### src/rtl/mod_ctl_cfg.svh
// Constants for the modulator power and mode control pair
`ifndef MOD_CTL_CFG_SVH
`define MOD_CTL_CFG_SVH
`define CLK_MHZ          40
`define LOSS_TIME_US     40
`define LOSS_CYCLES      (`LOSS_TIME_US * `CLK_MHZ)
`define MCLK_DIV         10
`define MCLK_HALF        5'h0A
`define MDATA_DIV        4
`define RECOVER_CYCLES   32
`define RECOVER_W        6
`define WORD_BITS        24
`define ATT_W            3
`define ATT_MAX          3'h6
`define MODE_W           3
`define APB_CTRL         12'h000
`define APB_STAT         12'h004
`define APB_MASK         12'h008
`define APB_WORD         12'h00C
`define APB_DECIM        12'h010
`define CTRL_MCLK_EN     0
`define CTRL_SYNC        1
`define CTRL_TEST_EN     2
`define CTRL_MODE_LSB    4
`define CTRL_ATT_LSB     8
`define DECIM_DEFAULT    16'h0100
`define EV_WORD          0
`define EV_FLAG          1
`define EV_W             2
`endif

### src/rtl/mod_ctl_pkg.sv
// Types shared by both ends of the modulator control link
package mod_ctl_pkg;
	typedef logic [2:0] mode_t;
	typedef logic [2:0] att_t;
	typedef enum logic [1:0] {
		PWR_DOWN  = 2'b00,
		PWR_SLEEP = 2'b01,
		PWR_RUN   = 2'b10
	} power_t;
endpackage

### src/rtl/mod_link_if.sv
// Pin-level link between modulator device and its companion filter
`timescale 1ns/1ps
interface mod_link_if;
	logic       mclk;           // Master clock pin
	logic       msync;          // Sync pin
	logic [2:0] mode_sel;       // Mode select pins
	logic [2:0] attenuation_select;
	logic       tdata;          // Test bitstream
	logic       mdata_o;        // Modulator stream, device drive
	logic       mdata_oe;
	logic       instability_flag_o;
	logic       instability_flag_oe;
	logic       mdata;          // Resolved wire levels
	logic       instability_flag;
	assign mdata = mdata_oe ? mdata_o : 1'b0;
	assign instability_flag = instability_flag_oe ? instability_flag_o : 1'b0;
	modport device (input mclk, msync, mode_sel, attenuation_select, tdata,
		output mdata_o, mdata_oe, instability_flag_o, instability_flag_oe);
	modport filter (output mclk, msync, mode_sel, attenuation_select, tdata,
		input mdata, instability_flag);
endinterface

### src/rtl/mod_device.sv
// Modulator device end: loss-of-clock, mode decode, stream, stability
//
// The APB register port and the placing of the registers were chosen for this implementation.
`timescale 1ns/1ps
`include "mod_ctl_cfg.svh"
module mod_device
	import mod_ctl_pkg::*;
#(
	parameter int LOSS_CYCLES = `LOSS_CYCLES
) (
	input  wire logic     pclk,
	input  wire logic     presetn,
	mod_link_if.device    link,
	input  wire logic     analog_bit,
	input  wire logic     over_range,
	output logic          modulator_en,
	output logic          ac_test_en,
	output logic          dc_test_en,
	output logic          out_en,
	output logic          buf_en,
	output logic          fourth_order,
	output logic [6:0]    atten_gain,
	output power_t        power_state
);
	import mod_ctl_pkg::*;

	// Three-stage synchronisers for every pin from the filter
	logic [2:0] mclk_s;
	logic [2:0] sync_s;
	logic [2:0] tdata_s;
	logic [2:0] mode_s1, mode_s2, mode_s3;
	logic [2:0] att_s1, att_s2, att_s3;
	always_ff @(posedge pclk or negedge presetn) begin
		if (!presetn) begin
			mclk_s  <= 3'h0;
			sync_s  <= 3'h0;
			tdata_s <= 3'h0;
			mode_s1 <= 3'h0;
			mode_s2 <= 3'h0;
			mode_s3 <= 3'h0;
			att_s1  <= 3'h0;
			att_s2  <= 3'h0;
			att_s3  <= 3'h0;
		end else begin
			mclk_s  <= {mclk_s[1:0], link.mclk};
			sync_s  <= {sync_s[1:0], link.msync};
			tdata_s <= {tdata_s[1:0], link.tdata};
			mode_s1 <= link.mode_sel;
			mode_s2 <= mode_s1;
			mode_s3 <= mode_s2;
			att_s1  <= link.attenuation_select;
			att_s2  <= att_s1;
			att_s3  <= att_s2;
		end
	end

	// A pin level counts only once stages two and three agree
	logic mclk_lvl_reg, sync_lvl_reg, tdata_lvl_reg;
	logic mclk_prev_reg, sync_prev_reg;
	mode_t mode_reg;
	att_t  att_reg;
	always_ff @(posedge pclk or negedge presetn) begin
		if (!presetn) begin
			mclk_lvl_reg  <= 1'b0;
			sync_lvl_reg  <= 1'b0;
			tdata_lvl_reg <= 1'b0;
			mclk_prev_reg <= 1'b0;
			sync_prev_reg <= 1'b0;
			mode_reg      <= 3'h0;
			att_reg       <= 3'h0;
		end else begin
			if (mclk_s[1] == mclk_s[2]) mclk_lvl_reg <= mclk_s[2];
			if (sync_s[1] == sync_s[2]) sync_lvl_reg <= sync_s[2];
			if (tdata_s[1] == tdata_s[2]) tdata_lvl_reg <= tdata_s[2];
			if (mode_s2 == mode_s3) mode_reg <= mode_s3;
			if (att_s2 == att_s3) att_reg <= att_s3;
			mclk_prev_reg <= mclk_lvl_reg;
			sync_prev_reg <= sync_lvl_reg;
		end
	end

	wire mclk_rise = mclk_lvl_reg & ~mclk_prev_reg;
	wire mclk_edge = mclk_lvl_reg ^ mclk_prev_reg;
	wire sync_rise = sync_lvl_reg & ~sync_prev_reg;

	// Loss-of-clock timer runs on pclk, never on the master clock
	logic [31:0] loss_cnt_reg;
	logic        clk_ok_reg;
	always_ff @(posedge pclk or negedge presetn) begin
		if (!presetn) begin
			loss_cnt_reg <= 32'h0;
			clk_ok_reg   <= 1'b0;          // Filter reset leaves clock off
		end else if (mclk_edge) begin
			loss_cnt_reg <= 32'h0;
			clk_ok_reg   <= 1'b1;          // Edges back: leave power down
		end else if (loss_cnt_reg >= 32'(LOSS_CYCLES - 1)) begin
			clk_ok_reg   <= 1'b0;          // Independent of mode pins
		end else begin
			loss_cnt_reg <= loss_cnt_reg + 32'h1;
		end
	end

	// Mode decode from the binary pin code
	wire mode_sleep = clk_ok_reg && (mode_reg == 3'h7);
	wire mod_on     = clk_ok_reg && !mode_sleep;
	wire ac_mode    = mod_on && (mode_reg == 3'h1 || mode_reg == 3'h2 ||
		mode_reg == 3'h3 || mode_reg == 3'h6);
	wire dc_mode    = mod_on && (mode_reg == 3'h4 || mode_reg == 3'h5);
	wire out_on     = (ac_mode && mode_reg != 3'h3) || dc_mode;
	wire buf_on     = (ac_mode && mode_reg != 3'h2) || dc_mode;
	wire [2:0] att_clip = (att_reg > `ATT_MAX) ? `ATT_MAX : att_reg;
	wire [6:0] gain_nx  = 7'h40 >> att_clip;

	// Conversion sequencer: one output bit every four master clock rising edges
	logic [1:0] phase_reg;
	logic       integ_reg;
	logic [5:0] calm_reg;
	logic       order4_reg;
	logic       flag_reg;
	logic       mdata_reg;
	always_ff @(posedge pclk or negedge presetn) begin
		if (!presetn) begin
			phase_reg  <= 2'h0;
			integ_reg  <= 1'b0;
			calm_reg   <= 6'h0;
			order4_reg <= 1'b1;
			flag_reg   <= 1'b0;
			mdata_reg  <= 1'b0;
		end else if (!mod_on) begin
			phase_reg  <= 2'h0;
			mdata_reg  <= 1'b0;
		end else if (sync_rise) begin
			phase_reg  <= 2'h0;                // Align sample timing
			integ_reg  <= 1'b0;
		end else if (mclk_rise) begin
			phase_reg <= phase_reg + 2'h1;
			if (phase_reg == 2'(`MDATA_DIV - 1)) begin
				integ_reg <= integ_reg ^ analog_bit;
				mdata_reg <= integ_reg ^ analog_bit; // 500 kbit/s
			end
			if (over_range) begin
				order4_reg <= 1'b0;            // Collapse to first order
				flag_reg   <= 1'b1;
				calm_reg   <= 6'h0;
			end else if (!order4_reg) begin
				if (calm_reg == 6'(`RECOVER_CYCLES - 1)) begin
					order4_reg <= 1'b1;        // 32 calm cycles
					flag_reg   <= 1'b0;
				end else begin
					calm_reg <= calm_reg + 6'h1;
				end
			end
		end
	end

	// Registered outputs; stream and flag drivers released, reading low, whenever not running
	always_ff @(posedge pclk or negedge presetn) begin
		if (!presetn) begin
			modulator_en <= 1'b0;
			ac_test_en   <= 1'b0;
			dc_test_en   <= 1'b0;
			out_en       <= 1'b0;
			buf_en       <= 1'b0;
			fourth_order <= 1'b1;
			atten_gain   <= 7'h0;
			power_state  <= PWR_DOWN;
			link.mdata_o <= 1'b0;
			link.mdata_oe <= 1'b0;
			link.instability_flag_o  <= 1'b0;
			link.instability_flag_oe <= 1'b0;
		end else begin
			modulator_en <= mod_on;
			ac_test_en   <= ac_mode && tdata_lvl_reg | ac_mode;
			dc_test_en   <= dc_mode;
			out_en       <= out_on;
			buf_en       <= buf_on;
			fourth_order <= order4_reg;
			atten_gain   <= (ac_mode || dc_mode) ? gain_nx : 7'h0;
			power_state  <= !clk_ok_reg ? PWR_DOWN :
				mode_sleep ? PWR_SLEEP : PWR_RUN;
			link.mdata_o <= mdata_reg;
			link.mdata_oe <= mod_on;
			link.instability_flag_o  <= flag_reg;
			link.instability_flag_oe <= mod_on;
		end
	end
endmodule

### src/flat_wrapper.sv
// flat-port wrapper written by rule: the top's interface ports become plain ports
module mod_device_flat import mod_ctl_pkg::*;
#(
	parameter int LOSS_CYCLES = `LOSS_CYCLES
)
  (pclk, presetn, analog_bit, over_range, modulator_en, ac_test_en, dc_test_en, out_en, buf_en, fourth_order, atten_gain, power_state, link_mclk, link_msync, link_mode_sel, link_attenuation_select, link_tdata, link_mdata_o, link_mdata_oe, link_instability_flag_o, link_instability_flag_oe);
  mod_link_if link_i ();
  input  wire logic pclk;
  input  wire logic presetn;
  input  wire logic analog_bit;
  input  wire logic over_range;
  output logic modulator_en;
  output logic ac_test_en;
  output logic dc_test_en;
  output logic out_en;
  output logic buf_en;
  output logic fourth_order;
  output logic [6:0] atten_gain;
  output power_t power_state;
  input wire logic [$bits(link_i.mclk)-1:0] link_mclk;
  input wire logic [$bits(link_i.msync)-1:0] link_msync;
  input wire logic [$bits(link_i.mode_sel)-1:0] link_mode_sel;
  input wire logic [$bits(link_i.attenuation_select)-1:0] link_attenuation_select;
  input wire logic [$bits(link_i.tdata)-1:0] link_tdata;
  output wire logic [$bits(link_i.mdata_o)-1:0] link_mdata_o;
  output wire logic [$bits(link_i.mdata_oe)-1:0] link_mdata_oe;
  output wire logic [$bits(link_i.instability_flag_o)-1:0] link_instability_flag_o;
  output wire logic [$bits(link_i.instability_flag_oe)-1:0] link_instability_flag_oe;
  assign link_i.mclk = link_mclk;
  assign link_i.msync = link_msync;
  assign link_i.mode_sel = link_mode_sel;
  assign link_i.attenuation_select = link_attenuation_select;
  assign link_i.tdata = link_tdata;
  assign link_mdata_o = link_i.mdata_o;
  assign link_mdata_oe = link_i.mdata_oe;
  assign link_instability_flag_o = link_i.instability_flag_o;
  assign link_instability_flag_oe = link_i.instability_flag_oe;
  mod_device #(.LOSS_CYCLES(LOSS_CYCLES)) u_core (.pclk(pclk), .presetn(presetn), .link(link_i), .analog_bit(analog_bit), .over_range(over_range), .modulator_en(modulator_en), .ac_test_en(ac_test_en), .dc_test_en(dc_test_en), .out_en(out_en), .buf_en(buf_en), .fourth_order(fourth_order), .atten_gain(atten_gain), .power_state(power_state));
endmodule
### config.mk
export PLATFORM = sky130hd
export DESIGN_NAME = mod_device_flat
export DESIGN_NICKNAME = d
export VERILOG_FILES = /design/src/rtl/mod_ctl_pkg.sv /design/src/rtl/mod_link_if.sv /design/src/rtl/mod_device.sv /design/src/flat_wrapper.sv
export VERILOG_INCLUDE_DIRS = /design/src /design/src/rtl
export SDC_FILE = /design/constraint.sdc
export NUM_CORES = 1
export LEC_CHECK = 0
export BUFFER_PORTS_ARGS = -buffer_cell sky130_fd_sc_hd__buf_2
export CAP_MARGIN = 20
export CORE_UTILIZATION = 40
export CTS_CLUSTER_DIAMETER = 30
export DETAILED_ROUTE_END_ITERATION = 6
export PLACE_DENSITY = 0.68
export SLEW_MARGIN = 40
export SYNTH_ARGS = -nofsm -noshare
export SYNTH_HDL_FRONTEND = slang
export SYNTH_SLANG_ARGS = --single-unit
export TNS_END_PERCENT = 10
### constraint.sdc
create_clock -name pclk -period 1.92 [get_ports pclk]
set_input_delay 0.288 -clock pclk [delete_from_list [all_inputs] [get_ports pclk]]
set_output_delay 0.288 -clock pclk [all_outputs]
set_load 0.1 [all_outputs]
==> results of run 1 <==
-- cell usage after synthesis, drive strengths merged (3+ instances only) --
master	number	area share, %
a21boi	7	1.5
nor2	17	1.8
clkbuf	6	0.63
nor4	4	0.70
nand3	9	1.3
nand2	21	2.2
nand2b	3	0.53
o31ai	3	0.63
dfrtp	93	65
or3	4	0.70
o21ai	19	2.7
nand4	3	0.53
xor2	3	0.74
ha	4	1.4
and2	23	4.0
or4	3	0.74
mux2	4	1.3
nor3	9	1.4
inv	10	1.1
mux2i	5	1.4
o41ai	3	0.74
xnor2	6	1.5
buf	5	0.91
-- logic make-up after synthesis --
family	share of synthesized area [%]
AOI/OAI and AO/OA	9.00
xor gates and xnor gates	2.21
adders and majority gates	1.96
buffers and inverters	2.59
DFF	66.6
muxes	2.66
and+or+nand+nor	15.0
-- per-stage QoR --
step / hold WS, ns / cells
floorplan: -0.00759 / 289
global placement: 0.257 / 431
detailed placement: 0.264 / 431
CTS: 0.0132 / 450
global route: 0.00619 / 450
finish: 0.0365 / 450
-- metal layers --
layer  global-route usage (%)  wire length, µm  vias up
li1                         -                -     1093
met1                     16.5             2680     1078
met2                     21.5             2600       38
met3                     3.99              188        9
met4                     5.88              105        0
met5                        0                0        -
-- worst paths after layout --
kind,from,end,slack [ns],cells after the start
max in group asynchronous,presetn,u_core.loss_cnt_reg[10]$_DFFE_PN0P_,0.93,3
min,link_mode_sel[0],u_core.mode_s1[0]$_DFF_PN0_,0.04,1
max,u_core.loss_cnt_reg[24]$_DFFE_PN0P_,u_core.loss_cnt_reg[3]$_DFFE_PN0P_,0.009,6
min in group asynchronous,presetn,u_core.out_en$_DFF_PN0_,0.42,2
min reg2reg,u_core.mode_s1[2]$_DFF_PN0_,u_core.mode_s2[2]$_DFF_PN0_,0.35,0
max reg2reg,u_core.loss_cnt_reg[24]$_DFFE_PN0P_,u_core.loss_cnt_reg[3]$_DFFE_PN0P_,0.009,6
-- area by class of cell --
cell class                      instances  area share (%)
Timing Repair Buffer                   48            7.25
Clock buffer                           10            3.25
Inverter                               10           0.888
Sequential cell                        95            56.3
Tap cell                              108            3.20
Multi-Input combinational cell        173            27.0
Clock inverter                          6            2.16
-- what timing repair did --
item | 4_1_cts | 5_1_grt
hold buffers | 1 | 0
resized for setup | 7 | 10
endpoints found under the setup margin | 9 | 10
hold endpoints to repair | 29 | 0
pin swaps | 7 | 7
buffers inserted | 2 | 0
-- worst reg2reg max path, stage by stage, from the launching register on --
cell and delay, ns:
dfrtp_1 0.38, or4_4 0.53, nor3_2 0.12, o211ai_1 0.16, buf_4 0.19, or3_4 0.36, a21boi_2 0.11
-- power by group through the flow --
stage                     Clock, mW  Sequential [mW]  Combinational, mW
after floorplan                   0             2.97              0.550
after global placement            0             2.43               1.34
after detailed placement          0             2.44               1.36
after CTS                      1.48             2.40               1.37
after global routing           1.56             2.44               1.47
final                          1.44             2.40               1.37
==> flow_metrics.py, run 1 <==
metrics = {
    "yosys": {
        "synth.avg_cell_area_um2": 12.4,
        "ys_types": 44,
        "syn-cell-area_mm2": 0.00357,
        "ys_async_sr_fraction_pct": 100,
        "synth_nets": 306,
        "synth-edff-count": 0,
        "synth_warnings": 0,
        "ys_seq_area_share_pct": 66.6,
        "synth_ff_type": "dfrtp_1",
        "synth_cells": 289,
        "synth_seq_cells": 95,
    },
    "setup_path": {
        "worstPathCellList": "or4_4 -> nor3_2 -> o211ai_1 -> buf_4 -> or3_4 -> a21boi_2",
        "crit_fanout": 5,
        "endpoint_kind": "register",
        "crit_path_top_delay_cell": "or4_4",
        "criticalPathCategory": "reg -> reg",
        "worstPathRequired_ns": 2.20,
        "worst-path-buf-inv": 1,
        "slowest_delay_ns": 0.53,
        "critPathLaunchType": "register",
        "cp.arrival_ns": 2.20,
        "critPathTopFamily": "simple AND/OR/NAND/NOR gates",
    },
    "die": {
        "die_y_um": 96.5,
        "core_area_mm2": 0.00868,
        "die_x_um": 96.5,
        "die_area_mm2": 0.00931,
        "ios": 32,
        "start_util_pct": 41.2,
        "rows": 34,
    },
    "placement": {
        "dpl_cell_area_mm2": 0.00393,
        "gp_congestion": 0.759,
        "place_hpwl_um": 3690,
        "dp_slack_ns": -0.0628,
        "io_buffer_count": 30,
    },
    "final_layout": {
        "largest_reg_flops": 32,
        "register_area_mm2": 0.00238,
        "drive_gt1_share_pct": 23.4,
        "num_antenna_cells": 0,
        "nets": 354,
        "final_common_cell": "dfrtp_1",
        "multi_input_area_mm2": 0.00114,
        "post-route-util_pct": 48.7,
        "final_cell_mix": "dfrtp_1 (93), buf_2 (29), and2_1 (23)",
        "design_area_mm2": 0.00423,
        "fillers": 763,
        "syn_to_final_growth_pct": 18.4,
    },
    "cts": {
        "clk_latency_ns": 0.35,
        "clock-root-buffer": "clkbuf_8",
        "cts-buffers-inserted": 9,
        "cts_sinks": 95,
        "h-tree-depth": 3,
        "cts_buffer_depth": 2,
        "cts_tree": "yes",
        "path_clk_slew_ns": 0.09,
    },
    "routing": {
        "wirelength_um": 5570,
        "wl_per_cell_um": 12.4,
        "drtPass1Iterations": 6,
        "drcViolationCount": 1,
        "vias": 2218,
        "drtIter0Drc": 67,
        "vias_per_cell": 4.93,
        "antenna_left": 0,
    },
    "sta": {
        "worst_slack_ns": 0.00889,
        "worstMarginPinSlew_ns": 0.487,
        "finClkSkew_ns": 0.00868,
        "slew_headroom_pct": 67.7,
        "period_share_pct": 99.5,
        "max_freq_ghz": 0.523,
        "period_minus_slack_ns": 1.91,
        "setup_viol": 0,
        "fin_setup_tns_ns": 0,
        "rsz0062_at_grt": "yes",
        "finalHoldViolations": 0,
        "finalMaxSlewViolations": 0,
    },
    "pwr": {
        "p_per_area_mw_per_mm2": 1230,
        "switchingPower_mw": 1.88,
        "p_sw_share_pct": 36.1,
        "pwr-share-seq_pct": 46.2,
        "total_power_mw": 5.20,
        "pwr-share-comb_pct": 26.2,
        "p_clk_share_pct": 27.6,
        "irDropWorstVdd_uv": 562,
        "total_leakage_power_nw": 1.97,
        "power.internal_mw": 3.32,
    },
    "run_status": {
        "status": "finished, violations left",
        "failed_checks": "DRC",
    },
    "global_route": {
        "gr-usage-all-layers_pct": 13.3,
        "grt_pass1_vias": 2116,
        "grt_pass1_wl_um": 9330,
        "grt_max_degree": 49,
        "antenna_found_initial": 0,
        "overflow": 0,
    },
    "run": {
        "cap_violations": 0,
    },
    "min_path": {
        "worstHoldPathType": "in -> reg",
    },
}
Note: power is estimated with default switching activity, not from simulation.
==> run 2, diff against run 1 <==
- SETUP_SLACK_MARGIN: unset -> 0.1
==> flow_metrics.py, run 2 (same netlist as run 1, synthesis figures left out) <==
metrics = {
    "cts": {
        "cts_sinks": 95,
        "cts-buffers-inserted": 9,
        "clk_latency_ns": 0.36,
        "clock-root-buffer": "clkbuf_8",
        "cts_buffer_depth": 2,
        "h-tree-depth": 3,
        "cts_tree": "yes",
        "path_clk_slew_ns": 0.10,
    },
    "die": {
        "core_area_mm2": 0.00868,
        "die_area_mm2": 0.00931,
        "rows": 34,
        "die_x_um": 96.5,
        "start_util_pct": 41.2,
        "ios": 32,
        "die_y_um": 96.5,
    },
    "sta": {
        "worst_slack_ns": -0.0766,
        "max_freq_ghz": 0.501,
        "finalMaxSlewViolations": 0,
        "slew_headroom_pct": 67.5,
        "setup_viol": 9,
        "finalHoldViolations": 0,
        "period_share_pct": 104,
        "period_minus_slack_ns": 2.00,
        "rsz0062_at_grt": "yes",
        "worstMarginPinSlew_ns": 0.491,
        "fin_setup_tns_ns": -0.291,
        "finClkSkew_ns": 0.00674,
    },
    "setup_path": {
        "worstPathCellList": "or4_4 -> nor3_4 -> o211ai_1 -> buf_4 -> o31a_1 -> o21a_1",
        "critPathLaunchType": "register",
        "cp.arrival_ns": 2.25,
        "r2r_end": "u_core.loss_cnt_reg[8]$_DFFE_PN0P_",
        "crit_fanout": 7,
        "r2r_cells": 6,
        "worstPathRequired_ns": 2.17,
        "criticalPathCategory": "reg -> reg",
        "slowest_delay_ns": 0.55,
        "critPathTopFamily": "simple AND/OR/NAND/NOR gates",
        "crit_path_top_delay_cell": "or4_4",
        "rrSetupSlack_ns": -0.08,
        "endpoint_kind": "register",
        "worst-path-buf-inv": 1,
        "worstReg2RegStart": "u_core.loss_cnt_reg[24]$_DFFE_PN0P_",
    },
    "global_route": {
        "grt_pass1_wl_um": 9580,
        "grt_max_degree": 41,
        "grt_pass1_vias": 2188,
        "gr-usage-all-layers_pct": 13.6,
        "overflow": 0,
        "antenna_found_initial": 0,
    },
    "final_layout": {
        "drive_gt1_share_pct": 21.8,
        "num_antenna_cells": 0,
        "final_common_cell": "dfrtp_1",
        "nets": 356,
        "syn_to_final_growth_pct": 17.6,
        "largest_reg_flops": 32,
        "final_cell_mix": "dfrtp_1 (93), buf_2 (30), and2_1 (23)",
        "post-route-util_pct": 48.4,
    },
    "run_status": {
        "failed_checks": "DRC, setup timing",
        "status": "finished, violations left",
    },
    "placement": {
        "io_buffer_count": 30,
        "gp_congestion": 0.757,
        "place_hpwl_um": 3770,
    },
    "pwr": {
        "total_power_mw": 5.13,
        "irDropWorstVdd_uv": 675,
        "p_per_area_mw_per_mm2": 1220,
        "total_leakage_power_nw": 1.96,
    },
    "routing": {
        "drtIter0Drc": 104,
        "drt-met1-wl_um": 2610,
        "antenna_left": 0,
        "drtPass1Iterations": 6,
        "wl_met3_um": 239,
        "vias": 2226,
        "wl_per_cell_um": 12.4,
        "top_layer": "met4",
        "wirelength_um": 5620,
        "met2WireLength_um": 2720,
        "drcViolationCount": 1,
        "vias_per_cell": 4.92,
    },
    "run": {
        "cap_violations": 0,
    },
    "min_path": {
        "hold_end": "u_core.att_s1[0]$_DFF_PN0_",
        "min_path_cells": 1,
        "min_from": "link_attenuation_select[0]",
        "worstHoldPathType": "in -> reg",
    },
}
## run 2: through the flow
step | std cells | worst slack [ns] | cell area (µm²) | hold WS [ns]
final | 452 | -0.0766 | 4200 | 0.0300
after global routing | 452 | -0.195 | 4200 | 0.0000726
after CTS | 448 | -0.0692 | 4160 | 0.00984
after detailed placement | 430 | -0.0826 | 3930 | 0.248
after global placement | 430 | -0.0545 | 3930 | 0.249
after floorplan | 289 | 0.0358 | 3570 | -0.00759
## run 2: worst reg2reg max path: cells and delay by family, from the launching register on
family	cells	cell delay, ns
simple gates	2	0.67
compound gates	3	0.62
flops	1	0.40
buf+inv	1	0.21
## run 2: worst max-delay path by stage
stage / slack, ns / endpoint / from / cells after the start
after floorplan: 0.04 / u_core.loss_cnt_reg[5]$_DFFE_PN0P_ / u_core.loss_cnt_reg[28]$_DFFE_PN0P_ / 6
after global placement: -0.05 / u_core.loss_cnt_reg[4]$_DFFE_PN0P_ / u_core.loss_cnt_reg[28]$_DFFE_PN0P_ / 6
after detailed placement: -0.08 / u_core.loss_cnt_reg[9]$_DFFE_PN0P_ / u_core.loss_cnt_reg[28]$_DFFE_PN0P_ / 5
after CTS: -0.07 / u_core.loss_cnt_reg[8]$_DFFE_PN0P_ / u_core.loss_cnt_reg[28]$_DFFE_PN0P_ / 6
after global routing: -0.20 / u_core.loss_cnt_reg[4]$_DFFE_PN0P_ / u_core.loss_cnt_reg[24]$_DFFE_PN0P_ / 6
final: -0.08 / u_core.loss_cnt_reg[8]$_DFFE_PN0P_ / u_core.loss_cnt_reg[24]$_DFFE_PN0P_ / 6
## run 2: repair_timing
item,in CTS,in global routing
cloned,0,1
pin swaps,3,5
hold buffers,1,2
endpoints found under the setup margin,9,11
resized for setup,5,4
buffers inserted,1,1
hold endpoints to repair,29,2
## run 2: report_power, final
group | switching [mW] | total, mW | internal [mW]
clock network | 0.710 | 1.37 | 0.660
registers | 0.180 | 2.41 | 2.23
logic | 1.04 | 1.36 | 0.322
## run 2: final cells by class
type	instances	area (µm²)
sequential	95	2380
fill	775	4480
multi-input combinational	173	1110
clock inverter	6	77.6
tap	108	135
timing repair buffer	50	320
clock buffer	10	138
inverter	10	37.5
## run 2: routing by layer
metal | global-route usage [%] | vias to the layer above
met4 | 4.78 | 0
met3 | 4.93 | 4
met5 | 0 | -
li1 | - | 1090
met2 | 23.8 | 41
met1 | 15.4 | 1091
